--- src/rtl/pmc_defs.vh ---
// Constants for the power-mode controller: register offsets, bit positions,
// reset values and mode codes. Included by the controller, checker and testbench by bare name.
`ifndef PMC_DEFS_VH
`define PMC_DEFS_VH

// Register byte offsets on APB
`define PMC_POWER_CONTROL_0_OFF  12'h000
`define PMC_POWER_CONTROL_1_OFF  12'h004
`define PMC_REGULATOR_CTRL_OFF   12'h008
`define PMC_CLOCK_SELECT_OFF     12'h00c
`define PMC_PERIPH_ENABLE_OFF    12'h010
`define PMC_WAKE_ENABLE_OFF      12'h014
`define PMC_STATUS_OFF           12'h018

// power_control_0 bits
`define PMC_PC0_IDLE_BIT         0
`define PMC_PC0_POWEROFF_BIT     1
// power_control_1 bits
`define PMC_PC1_DEEP_BIT         0
`define PMC_PC1_LOWBIAS_BIT      1
// regulator_control bits
`define PMC_REG_SHUTDOWN_SEL_BIT 0
// Core clock source codes
`define PMC_CLK_FAST0            2'h0
`define PMC_CLK_FAST1            2'h1
`define PMC_CLK_LOWFREQ          2'h2

// Reset values
`define PMC_PERIPH_ENABLE_RST    8'hff
`define PMC_WAKE_ENABLE_RST      6'h3f
`define PMC_CLOCK_SELECT_RST     2'h0
// Edges after reset release before the reset cause is sampled
`define PMC_CAUSE_WAIT           2'h2

// Mode codes
`define PMC_MODE_NORMAL          3'h0
`define PMC_MODE_IDLE            3'h1
`define PMC_MODE_SUSPEND         3'h2
`define PMC_MODE_SNOOZE          3'h3
`define PMC_MODE_STOP            3'h4
`define PMC_MODE_SHUTDOWN        3'h5

`endif

--- src/rtl/pmc_power_mode_controller.v ---
// Power-mode controller: APB register file plus mode sequencer driving clock
// gates, oscillator stops, regulator bias and power-off outputs.
// Assumes the power-off outputs are honoured by an always-on domain that
// re-asserts presetn when it restores power after a qualifying reset.
//
// Behaviour
// - Normal mode clocks core and enabled peripherals
// - Idle bit halts core, peripherals run
// - Permitted wake event resumes code execution
// - Suspend needs fast clock 0, normal bias
// - Suspend/snooze halt clocks, stop fast oscillators
// - Snooze needs fast clock 0, low bias
// - Timers 3, 4 may run from low oscillator
// - Only listed events wake suspend or snooze
// - Stop entered with select clear; any reset exits
// - Shutdown with select set; pin/POR exit
// - Stop/shutdown power off nets, pins hold
// - Unused peripheral clocks are gated off
//
// The implementer's own choices: the APB register port and the placing of the registers.
`timescale 1ns/1ps
`default_nettype none
`include "pmc_defs.vh"
module pmc_power_mode_controller #(
    parameter NPERIPH = 8
) (
    // APB
    input  wire               pclk,
    input  wire               presetn,
    input  wire               psel,
    input  wire               penable,
    input  wire               pwrite,
    input  wire [11:0]        paddr,
    input  wire [31:0]        pwdata,
    output reg  [31:0]        prdata,
    output wire               pready,
    output wire               pslverr,
    // Wake sources (asynchronous)
    input  wire               any_irq,
    input  wire               timer4_event,
    input  wire               serial_peripheral_port_activity,
    input  wire               two_wire_port_slave_activity,
    input  wire               port_match_event,
    input  wire               comparator0_out,
    input  wire               configurable_logic_unit_irq,
    // Reset cause of the most recent reset (asynchronous levels)
    input  wire               external_reset_pin_n,
    input  wire               power_on_reset,
    // Clock and power controls
    output reg                core_clk_en,
    output reg  [NPERIPH-1:0] periph_clk_en,
    output reg                timer34_lowfreq_en,
    output reg                fast_oscillator_0_en,
    output reg                fast_oscillator_1_en,
    output reg                regulator_low_bias,
    output reg                power_off,
    output reg                pin_retain,
    output reg  [2:0]         power_mode
);
    localparam ST_NORMAL  = 3'h0;
    localparam ST_IDLE    = 3'h1;
    localparam ST_SUSPEND = 3'h2;
    localparam ST_SNOOZE  = 3'h3;
    localparam ST_STOP    = 3'h4;
    localparam ST_SHUT    = 3'h5;

    reg [2:0]         state_reg;
    reg [2:0]         state_next;
    reg [1:0]         pc0_reg;
    reg [1:0]         pc1_reg;
    reg               shutdown_select_reg;
    reg [1:0]         clock_select_reg;
    reg [NPERIPH-1:0] periph_enable_reg;
    reg [5:0]         wake_enable_reg;
    reg               timer34_lowfreq_reg;
    reg               cmp0_prev_reg;
    reg [1:0]         reset_cause_reg;
    reg               cause_taken_reg;
    reg [1:0]         cause_wait_reg;

    wire [7:0] wake_sync;
    wire       wr_en;
    wire       rd_en;
    wire       irq_s;
    wire       cmp0_s;
    wire       cmp0_fall;
    wire [5:0] deep_wake_src;
    wire       deep_wake;

    // Bits 7:6 carry the reset cause, bits 5:0 the wake sources in wake-enable order
    pmc_sync #(
        .WIDTH (8)
    ) u_sync (
        .pclk     (pclk),
        .presetn  (presetn),
        .async_in ({~external_reset_pin_n, power_on_reset,
                    configurable_logic_unit_irq, comparator0_out,
                    port_match_event, two_wire_port_slave_activity,
                    serial_peripheral_port_activity, timer4_event}),
        .sync_out (wake_sync)
    );

    // Any interrupt wakes idle only; deep sleep ignores it
    pmc_sync #(
        .WIDTH (1)
    ) u_irq_sync (
        .pclk     (pclk),
        .presetn  (presetn),
        .async_in (any_irq),
        .sync_out (irq_s)
    );

    function is_reg;
        input [11:0] addr;
        input [11:0] off;
        begin
            is_reg = (addr[11:2] == off[11:2]);
        end
    endfunction

    // Mode groups decoded in several places; one definition keeps the clock,
    // oscillator and power outputs in step with each other
    function runs_fast;
        input [2:0] st;
        begin
            runs_fast = (st == ST_NORMAL) || (st == ST_IDLE);
        end
    endfunction

    function is_deep;
        input [2:0] st;
        begin
            is_deep = (st == ST_SUSPEND) || (st == ST_SNOOZE);
        end
    endfunction

    function is_off;
        input [2:0] st;
        begin
            is_off = (st == ST_STOP) || (st == ST_SHUT);
        end
    endfunction

    assign wr_en   = psel & penable & pwrite;
    assign rd_en   = psel & ~pwrite;
    // Every register answers in its access cycle, so no wait states
    assign pready  = 1'b1;
    assign pslverr = 1'b0;
    assign cmp0_s  = wake_sync[4];
    assign cmp0_fall = cmp0_prev_reg & ~cmp0_s;
    assign deep_wake_src = {wake_sync[5], cmp0_fall, wake_sync[3], wake_sync[2], wake_sync[1], wake_sync[0]};
    assign deep_wake     = |(deep_wake_src & wake_enable_reg);

    // Reset cause is caught after release, never under the async reset.
    // The synchroniser clears with presetn, so its output means nothing until
    // the third edge after release; sampling earlier would always read zeros.
    always @(posedge pclk or negedge presetn) begin
        if (!presetn) begin
            reset_cause_reg <= 2'h0;
            cause_wait_reg  <= 2'h0;
            cause_taken_reg <= 1'b0;
            cmp0_prev_reg   <= 1'b0;
        end else begin
            cmp0_prev_reg <= cmp0_s;
            if (!cause_taken_reg) begin
                if (cause_wait_reg == `PMC_CAUSE_WAIT) begin
                    cause_taken_reg <= 1'b1;
                    reset_cause_reg <= wake_sync[7:6];
                end else begin
                    cause_wait_reg <= cause_wait_reg + 2'h1;
                end
            end
        end
    end

    always @* begin
        state_next = state_reg;
        case (state_reg)
            ST_NORMAL: begin
                if (pc0_reg[`PMC_PC0_POWEROFF_BIT])
                    state_next = shutdown_select_reg ? ST_SHUT : ST_STOP;
                else if (pc0_reg[`PMC_PC0_IDLE_BIT])
                    state_next = ST_IDLE;
                else if (pc1_reg[`PMC_PC1_DEEP_BIT] && clock_select_reg == `PMC_CLK_FAST0)
                    state_next = ST_SUSPEND;
                else if (pc1_reg[`PMC_PC1_LOWBIAS_BIT] && clock_select_reg == `PMC_CLK_FAST0)
                    state_next = ST_SNOOZE;
            end
            ST_IDLE: begin
                if (irq_s)
                    state_next = ST_NORMAL;
            end
            ST_SUSPEND, ST_SNOOZE: begin
                if (deep_wake)
                    state_next = ST_NORMAL;
            end
            // only pin or POR reset leaves shutdown
            ST_STOP, ST_SHUT: state_next = state_reg;
            default: state_next = ST_NORMAL;
        endcase
    end

    always @(posedge pclk or negedge presetn) begin
        if (!presetn) begin
            state_reg           <= ST_NORMAL;
            pc0_reg             <= 2'h0;
            pc1_reg             <= 2'h0;
            shutdown_select_reg <= 1'b0;
            clock_select_reg    <= `PMC_CLOCK_SELECT_RST;
            periph_enable_reg   <= {NPERIPH{1'b1}};
            wake_enable_reg     <= `PMC_WAKE_ENABLE_RST;
            timer34_lowfreq_reg <= 1'b0;
        end else begin
            state_reg <= state_next;
            // Core is halted outside normal mode; a write there is a stray, so drop it
            if (wr_en && state_reg == ST_NORMAL) begin
                if (is_reg(paddr, `PMC_POWER_CONTROL_0_OFF))
                    pc0_reg <= pwdata[1:0];
                if (is_reg(paddr, `PMC_POWER_CONTROL_1_OFF))
                    pc1_reg <= pwdata[1:0];
                if (is_reg(paddr, `PMC_REGULATOR_CTRL_OFF))
                    shutdown_select_reg <= pwdata[`PMC_REG_SHUTDOWN_SEL_BIT];
                if (is_reg(paddr, `PMC_CLOCK_SELECT_OFF))
                    clock_select_reg <= pwdata[1:0];
                if (is_reg(paddr, `PMC_PERIPH_ENABLE_OFF))
                    periph_enable_reg <= pwdata[NPERIPH-1:0];
                if (is_reg(paddr, `PMC_WAKE_ENABLE_OFF)) begin
                    wake_enable_reg     <= pwdata[5:0];
                    timer34_lowfreq_reg <= pwdata[8];
                end
            end
            // Writes are dropped outside normal mode, so this clear never meets one
            // clear request on wake
            if (state_next == ST_NORMAL && state_reg != ST_NORMAL) begin
                pc0_reg <= 2'h0;
                pc1_reg <= 2'h0;
            end
        end
    end

    // Outputs are registered so gates never glitch during mode changes
    always @(posedge pclk or negedge presetn) begin
        if (!presetn) begin
            core_clk_en          <= 1'b1;
            periph_clk_en        <= {NPERIPH{1'b1}};
            timer34_lowfreq_en   <= 1'b0;
            fast_oscillator_0_en <= 1'b1;
            fast_oscillator_1_en <= 1'b1;
            regulator_low_bias   <= 1'b0;
            power_off            <= 1'b0;
            pin_retain           <= 1'b0;
            power_mode           <= `PMC_MODE_NORMAL;
        end else begin
            power_mode <= state_next;
            core_clk_en <= (state_next == ST_NORMAL);
            periph_clk_en <= runs_fast(state_next) ? periph_enable_reg : {NPERIPH{1'b0}};
            fast_oscillator_0_en <= runs_fast(state_next);
            fast_oscillator_1_en <= runs_fast(state_next);
            // timers 3 and 4 on low oscillator
            timer34_lowfreq_en <= timer34_lowfreq_reg && is_deep(state_next);
            regulator_low_bias <= (state_next == ST_SNOOZE);
            power_off  <= is_off(state_next);
            pin_retain <= is_off(state_next);
        end
    end

    always @* begin
        prdata = 32'h0;
        if (rd_en) begin
            if (is_reg(paddr, `PMC_POWER_CONTROL_0_OFF))
                prdata = {30'h0, pc0_reg};
            else if (is_reg(paddr, `PMC_POWER_CONTROL_1_OFF))
                prdata = {30'h0, pc1_reg};
            else if (is_reg(paddr, `PMC_REGULATOR_CTRL_OFF))
                prdata = {31'h0, shutdown_select_reg};
            else if (is_reg(paddr, `PMC_CLOCK_SELECT_OFF))
                prdata = {30'h0, clock_select_reg};
            else if (is_reg(paddr, `PMC_PERIPH_ENABLE_OFF))
                prdata = {{(32-NPERIPH){1'b0}}, periph_enable_reg};
            else if (is_reg(paddr, `PMC_WAKE_ENABLE_OFF))
                prdata = {23'h0, timer34_lowfreq_reg, 2'h0, wake_enable_reg};
            // Status is read-only; a write to it matches no register
            else if (is_reg(paddr, `PMC_STATUS_OFF))
                prdata = {27'h0, reset_cause_reg, state_reg};
        end
    end
endmodule
`default_nettype wire

--- src/rtl/pmc_sync.v ---
// Two-flop synchroniser bank for asynchronous wake and reset-cause inputs.
// Assumes pclk domain; inputs may change at any time.
`timescale 1ns/1ps
`default_nettype none
module pmc_sync #(
    parameter WIDTH = 8
) (
    // Clock and reset
    input  wire             pclk,
    input  wire             presetn,
    // Data
    input  wire [WIDTH-1:0] async_in,
    output wire [WIDTH-1:0] sync_out
);
    reg [WIDTH-1:0] meta_reg;
    reg [WIDTH-1:0] sync_reg;

    always @(posedge pclk or negedge presetn) begin
        if (!presetn) begin
            meta_reg <= {WIDTH{1'b0}};
            sync_reg <= {WIDTH{1'b0}};
        end else begin
            meta_reg <= async_in;
            sync_reg <= meta_reg;
        end
    end

    assign sync_out = sync_reg;
endmodule
`default_nettype wire

--- config.mk ---
export PLATFORM = sky130hd
export DESIGN_NAME = pmc_power_mode_controller
export DESIGN_NICKNAME = d
export VERILOG_FILES = /design/src/rtl/pmc_power_mode_controller.v /design/src/rtl/pmc_sync.v
export VERILOG_INCLUDE_DIRS = /design/src /design/src/rtl
export SDC_FILE = /design/constraint.sdc
export NUM_CORES = 1
export LEC_CHECK = 0
export ABC_AREA = 1
export BUFFER_PORTS_ARGS = -buffer_cell sky130_fd_sc_hd__buf_4
export CAP_MARGIN = 10
export CORE_MARGIN = 2
export CORE_UTILIZATION = 44
export DETAILED_ROUTE_END_ITERATION = 7
export HOLD_SLACK_MARGIN = 0.02
export PLACE_DENSITY = 0.75
export SLEW_MARGIN = 10
export SYNTH_ARGS = -nofsm -noshare
export SYNTH_HDL_FRONTEND = slang
export SYNTH_SLANG_ARGS = --single-unit
--- constraint.sdc ---
create_clock -name pclk -period 1.55 [get_ports pclk]
set_clock_uncertainty 0.1 [all_clocks]
set_input_delay 0.31 -clock pclk [delete_from_list [all_inputs] [get_ports pclk]]
set_output_delay 0.31 -clock pclk [all_outputs]
set_load 0.005 [all_outputs]
======== After elaboration in Yosys (flattened, before gate mapping) ========
Index checks and enable logic that the tools add are counted.
word-level totals
  output and inout bits ................... 52
  RAM bits ................................ 0
  bits in read-only memories .............. 0
  logic and storage cells ................. 102
  input port bits ......................... 58
  memories ................................ 0
  register bits after elaboration ......... 62
  bits in latches ......................... 0
operators by class
  mux-type cells .......................... 25
  equality and inequality tests ........... 17
  bitwise operators ....................... 10
  reductions and logical operators ........ 27
  magnitude comparators ................... 0
  $add $sub $neg .......................... 1
  $mul .................................... 0
  div/mod/pow operators ................... 0
  shift-type cells ........................ 0
operators by type and width
  kind                                                   count
  two-way mux 9 bit                                      7
  equality test 10 x 3 -> 1 bit (second input constant)  3
  equality test 10 x 2 -> 1 bit (second input constant)  2
  two-way mux 3 bit                                      6
  AND reduction 2 bit                                    8
  equality test 3 x 2 -> 1 bit (second input constant)   4
  equality test 3 bit (second input constant)            4
  two-way mux 2 bit                                      6
  case mux 3 bit (4 select lines)                        1
  equality test 10 x 1 -> 1 bit (second input constant)  1
  logical NOT 10 bit                                     1
  two-way mux 8 bit                                      1
  bitwise AND 6 bit                                      1
  equality test 3 x 1 -> 1 bit (second input constant)   2
  logical NOT 3 bit                                      2
  nonzero test 2 bit                                     3
  OR reduction 6 bit                                     1
  logical AND 1 bit                                      5
  two-way mux 5 bit                                      1
  inverter 1 bit                                         5
  bitwise AND 1 bit                                      4
  OR reduction 2 bit                                     2
  logical OR 1 bit                                       3
  two-way mux 1 bit                                      3
  4 further kinds                                        4

======== Longest topological paths before layout ========
  word-level depth ........................ 11
  depth in mapped cells ................... 11
  mapped depth without buffers ............ 11

======== Hierarchy ========
From an unflattened synthesis, not the netlist that was laid out.
second synthesis, totals
  cell total of the unflattened synthesis .. 317
  area total of the unflattened synthesis .. 2989.1 um^2
modules (own cells, without submodules)
  module                     cells each  sequential area each (um^2)  area an instance (um^2)  instances
  pmc_power_mode_controller  299         1131.1                       2538.7                   1
  pmc_sync (u_sync)          16          400.4                        400.4                    1
  pmc_sync (u_irq_sync)      2           50.0                         50.0                     1

======== Worst setup path before layout ========
OpenSTA, ideal clock, no wires.
  path kind ............................... in2out
  start ................................... input port paddr[9]
  end ..................................... output port prdata[0]
  arrival time ............................ 1237 ps
  buffers on the path ..................... 0
  slack ................................... -97 ps
  required time ........................... 1140 ps
  stages on the path ...................... 9
  cell sequence ........................... nor2_1 -> nand2_2 -> nor2_4 -> nand2_2 -> nor2_1 -> nand2_1 -> nand4_1 -> nand2_1 -> a21oi_1
on the way
  cells in the longest elaborated chain, start to end .. 9
  elaborated cells between the ends (all ways) .. 15
  those cells by class .................... eq/ne (6); mux (8); reduce/logical (1)
RTL lines
  element                        RTL line                         text
  from (decl)                    pmc_power_mode_controller.v:33   input wire [11:0] paddr,
  equality test 10 x 3 -> 1 bit  pmc_power_mode_controller.v:117  is_reg = (addr[11:2] == off[11:2]);
  two-way mux 5 bit              pmc_power_mode_controller.v:283  else if (is_reg(paddr, `PMC_STATUS_OFF))
  two-way mux 9 bit              pmc_power_mode_controller.v:280  else if (is_reg(paddr, `PMC_WAKE_ENABLE_OFF))
  two-way mux 9 bit              pmc_power_mode_controller.v:278  else if (is_reg(paddr, `PMC_PERIPH_ENABLE_OFF))
  two-way mux 9 bit              pmc_power_mode_controller.v:276  else if (is_reg(paddr, `PMC_CLOCK_SELECT_OFF))
  two-way mux 9 bit              pmc_power_mode_controller.v:274  else if (is_reg(paddr, `PMC_REGULATOR_CTRL_OFF))
  two-way mux 9 bit              pmc_power_mode_controller.v:272  else if (is_reg(paddr, `PMC_POWER_CONTROL_1_OFF))
  two-way mux 9 bit (*)          pmc_power_mode_controller.v:270  if (is_reg(paddr, `PMC_POWER_CONTROL_0_OFF))
  two-way mux 9 bit (*)          pmc_power_mode_controller.v:269  if (rd_en) begin
  to (decl)                      pmc_power_mode_controller.v:35   output reg [31:0] prdata,
Mark *: on every way between the ends. The rest lies on a longest branch, timed or not.

======== Worst setup path after layout ========
  start ................................... input port paddr[6]
  end ..................................... output port prdata[0]
The elaborated chain is that of the path after synthesis.

==> metrics.md <==
| Metric | Value |
|---|---|
| First-pass GRT wire length | `10600 um` |
| VDD IR max | `~0.64 mV` |
| Congestion Overflow GR | `0` |
| Clock Tree Root | `clkbuf_8` |
| Via count | `between 2000 and 3000` |
| Design area | `0.004400 mm2` |
| Antenna Cells | `0` |
| Reg power frac | `a little under half` |
| Int Pwr | `about 2.8 mW` |
| Tcrit/Tclk final | `122.7%` |
| Number of global-route vias before repair | `around 2400` |
| Flop and latch count out of synthesis | `62` |
| Total CTS buffers | `9` |
| Cell Area, Placed | `around 0.0037 mm2` |
| Filler instances | `approximately 530` |
| Wire per inst | `13.23 um` |
| Post-route ant nets | `0` |
| Synth top area share | `between 30% and 40%` |
| Final Hold Viols | `0` |
| P per Cell Area | `roughly 850 mW/mm2` |
| Setup violators final | `13` |
| Net Sw Frac | `26.20%` |
| Mapped Area | `between 0.002 and 0.003 mm2` |
| CTS clk-pin slew, worst paths | `around 0.07 ns` |
| CP startpoint kind | `input pin` |
| Slowest-stage cell, CP | `nor2_4` |
| RSZ-0062 raised after global routing | `true` |
| Worst hold path type | `in2reg` |
| WL met2 | `3754 um` |
| Syn_area_per_cell | `around 9.4 um2` |
| Yosys top cell by area | `dfrtp_1` |
| WHS | `approximately 0.11 ns` |
| Critical path class | `in2out` |
| Routed wire length | `a little under 7000 um` |
| GRT Overall Usage | `approximately a fifth` |
| Initial DRT Pass Iterations | `4` |
| Critical Path AT | `1.49 ns` |
| Register area | `approximately 0.0016 mm2` |
| Initial DRC count | `between 100 and 150` |
| Layout cell share with drive strength beyond 1 | `between 50 and 60%` |
| EDFF count, synth | `0` |
| Static Leak | `around 2.2 nW` |
| Highest net fanout along the worst path | `7` |
| Initial Utilization | `about 45%` |
| Tmin final | `~1.9 ns` |
| Pin count of the biggest net entering global routing | `38` |
| Worst path cell trace | `buf_6, nor2_4, nand2_4, nor2_4, nand2_4, nor2_8, inv_4, nand4_1, nand2_1, a21oi_2, buf_4` |
| CP top delay family | `simple AND/OR/NAND/NOR gates` |
| Final nets | `between 400 and 500` |
| Maximum clock path buffer count | `2` |
| Initial antenna violation count | `0` |
| # rows | `30` |
| Die H | `around 86 um` |
| Logic gate share of total power | `approximately 16%` |
| Clock Latency Late Sink | `approximately 0.33 ns` |
| Sequential area share after synthesis | `53.04%` |
| Clock sinks | `62` |
| Top cells by area, synth | `dfrtp_1, dfstp_2, nand2_1` |
| Fmax | `between 0.5 and 0.6 GHz` |
| Chip width | `86.32 um` |
| DRT met1 WL | `~2700 um` |
| Core Area | `between 0.006 and 0.007 mm2` |
| Endpoint class of the critical path | `output port` |
| Top post-synthesis cells by count | `nand2_1, dfrtp_1, inv_1` |
| Final setup margin | `-0.3511 ns` |
| Cells after synthesis | `between 300 and 400` |
| IO Count | `110` |
| H-tree levels | `3` |
| # port buffers | `59` |
| Critical path required time | `1.14 ns` |
| Yosys cell types | `35` |
| Area taken by multi-input logic gates | `about 0.0014 mm2` |
| Ys async rst share | `100.0%` |
| Met3 wire len | `roughly 350 um` |
| Setup Slack @ Placement | `-0.4035 ns` |
| CP max stage delay | `between 0.15 and 0.2 ns` |
| Via-to-Cell Ratio | `between 4 and 5` |
| Yosys warning count | `0` |
| CTS tree | `done` |
| Ys flop type | `dfrtp_1` |
| Clock share of power | `a little under two fifths` |
| Post-DP HPWL | `about 4800 um` |
| Final Max Slew Viols | `0` |
| Worst path bufs/invs | `3` |
| GP Congestion | `between 0.8 and 0.9` |
| Max Cap Violations | `0` |
| Die ar. | `about 0.0075 mm2` |
| DRC Markers | `0` |
| Dominant cell by count in the synthesized netlist | `nand2_1` |
| Violated checks | `setup timing` |
| Switching Power | `983.0 uW` |
| Area Growth Syn to Fin | `47.59%` |
| DR top layer | `met4` |
| Outcome | `complete, but fails checks` |
logic make-up after synthesis:
group                    Yosys count  share of synthesized area [%]
buffers and inverters             76                          13.76
multiplexers                       4                          1.762
other                              2                         0.2519
AND/OR/NAND/NOR                  130                          22.11
flip-flops                        62                          53.04
adder cells (fa/ha/maj)            1                         0.4196
AO/OA/AOI/OAI                     42                          8.351
XOR/XNOR                           1                         0.2938
worst register-to-register path, stage by stage, from the launching register on:
cell	delay, ns
dfrtp_2	0.44
inv_2	0.11
nand3_4	0.12
nor2_4	0.20
inv_2	0.06
nor2_1	0.22
inv_1	0.12
nand3_1	0.10
nand2_1	0.05
layout make-up:
type	count	share of cell area, %
tap	80	2.275
timing repair buffer	117	21.95
clock inverter	5	1.336
clock buffer	11	3.213
inverter	46	4.123
sequential	62	36.00
multi-input combinational	203	31.11
through the flow:
stage / TNS, ns / util [%] / instances / power, mW
after detailed placement: -5.745 / 55.82 / 489 / 2.252
after CTS: -2.788 / 63.43 / 522 / 3.731
after global placement: -5.184 / 55.82 / 489 / 2.241
after global routing: -4.544 / 65.86 / 524 / 3.920
final: -3.086 / 65.86 / 524 / 3.752
after floorplan: -0.1606 / - / 341 / 2.008
layout by cell type (no fill, tap or decap), types with 10 or more instances in the layout:
cell	count
clkbuf_8	10
buf_4	95
dfstp_2	24
buf_6	10
o21ai_1	10
dlygate4sd3_1	10
conb_1	25
nand2_1	43
inv_1	38
dfrtp_1	36
o21ai_2	10
nor2_1	15
nand2_4	13
nor2_4	12
metal layers:
metal  track usage, %  vias up
met2            32.10       97
li1                 -     1193
met4            10.09        0
met5                0        -
met3            3.619       20
met1            22.01     1208
power groups by stage:
stage	sequential, mW	combinational [mW]	clock [mW]
floorplan	1.75	0.259	0
finish	1.72	0.615	1.41
global route	1.73	0.669	1.52
CTS	1.72	0.561	1.45
global placement	1.74	0.497	0
detailed placement	1.75	0.504	0
timing repair:
action                                  CTS  global route
hold buffers                             10             0
pin swaps                                17            18
setup buffers                             7             4
endpoints found under the setup margin   23            31
endpoints found under the hold margin    23             0
resized for setup                        38            42
path summary, 6_finish.rpt:
path                                    start                    to  slack (ns)  depth (start not counted)
max                                  paddr[6]             prdata[0]       -0.35                         11
min                                 pwdata[7]  periph_enable_reg[7]        0.11                          2
max reg2reg                     power_mode[1]            pc0_reg[0]       -0.08                          8
min reg2reg                u_sync.meta_reg[3]    u_sync.sync_out[3]        0.24                          0
max in group asynchronous             presetn    wake_enable_reg[4]        0.46                          3
min in group asynchronous             presetn            pc0_reg[0]        0.33                          2
Note: power is estimated with default switching activity, not from simulation.
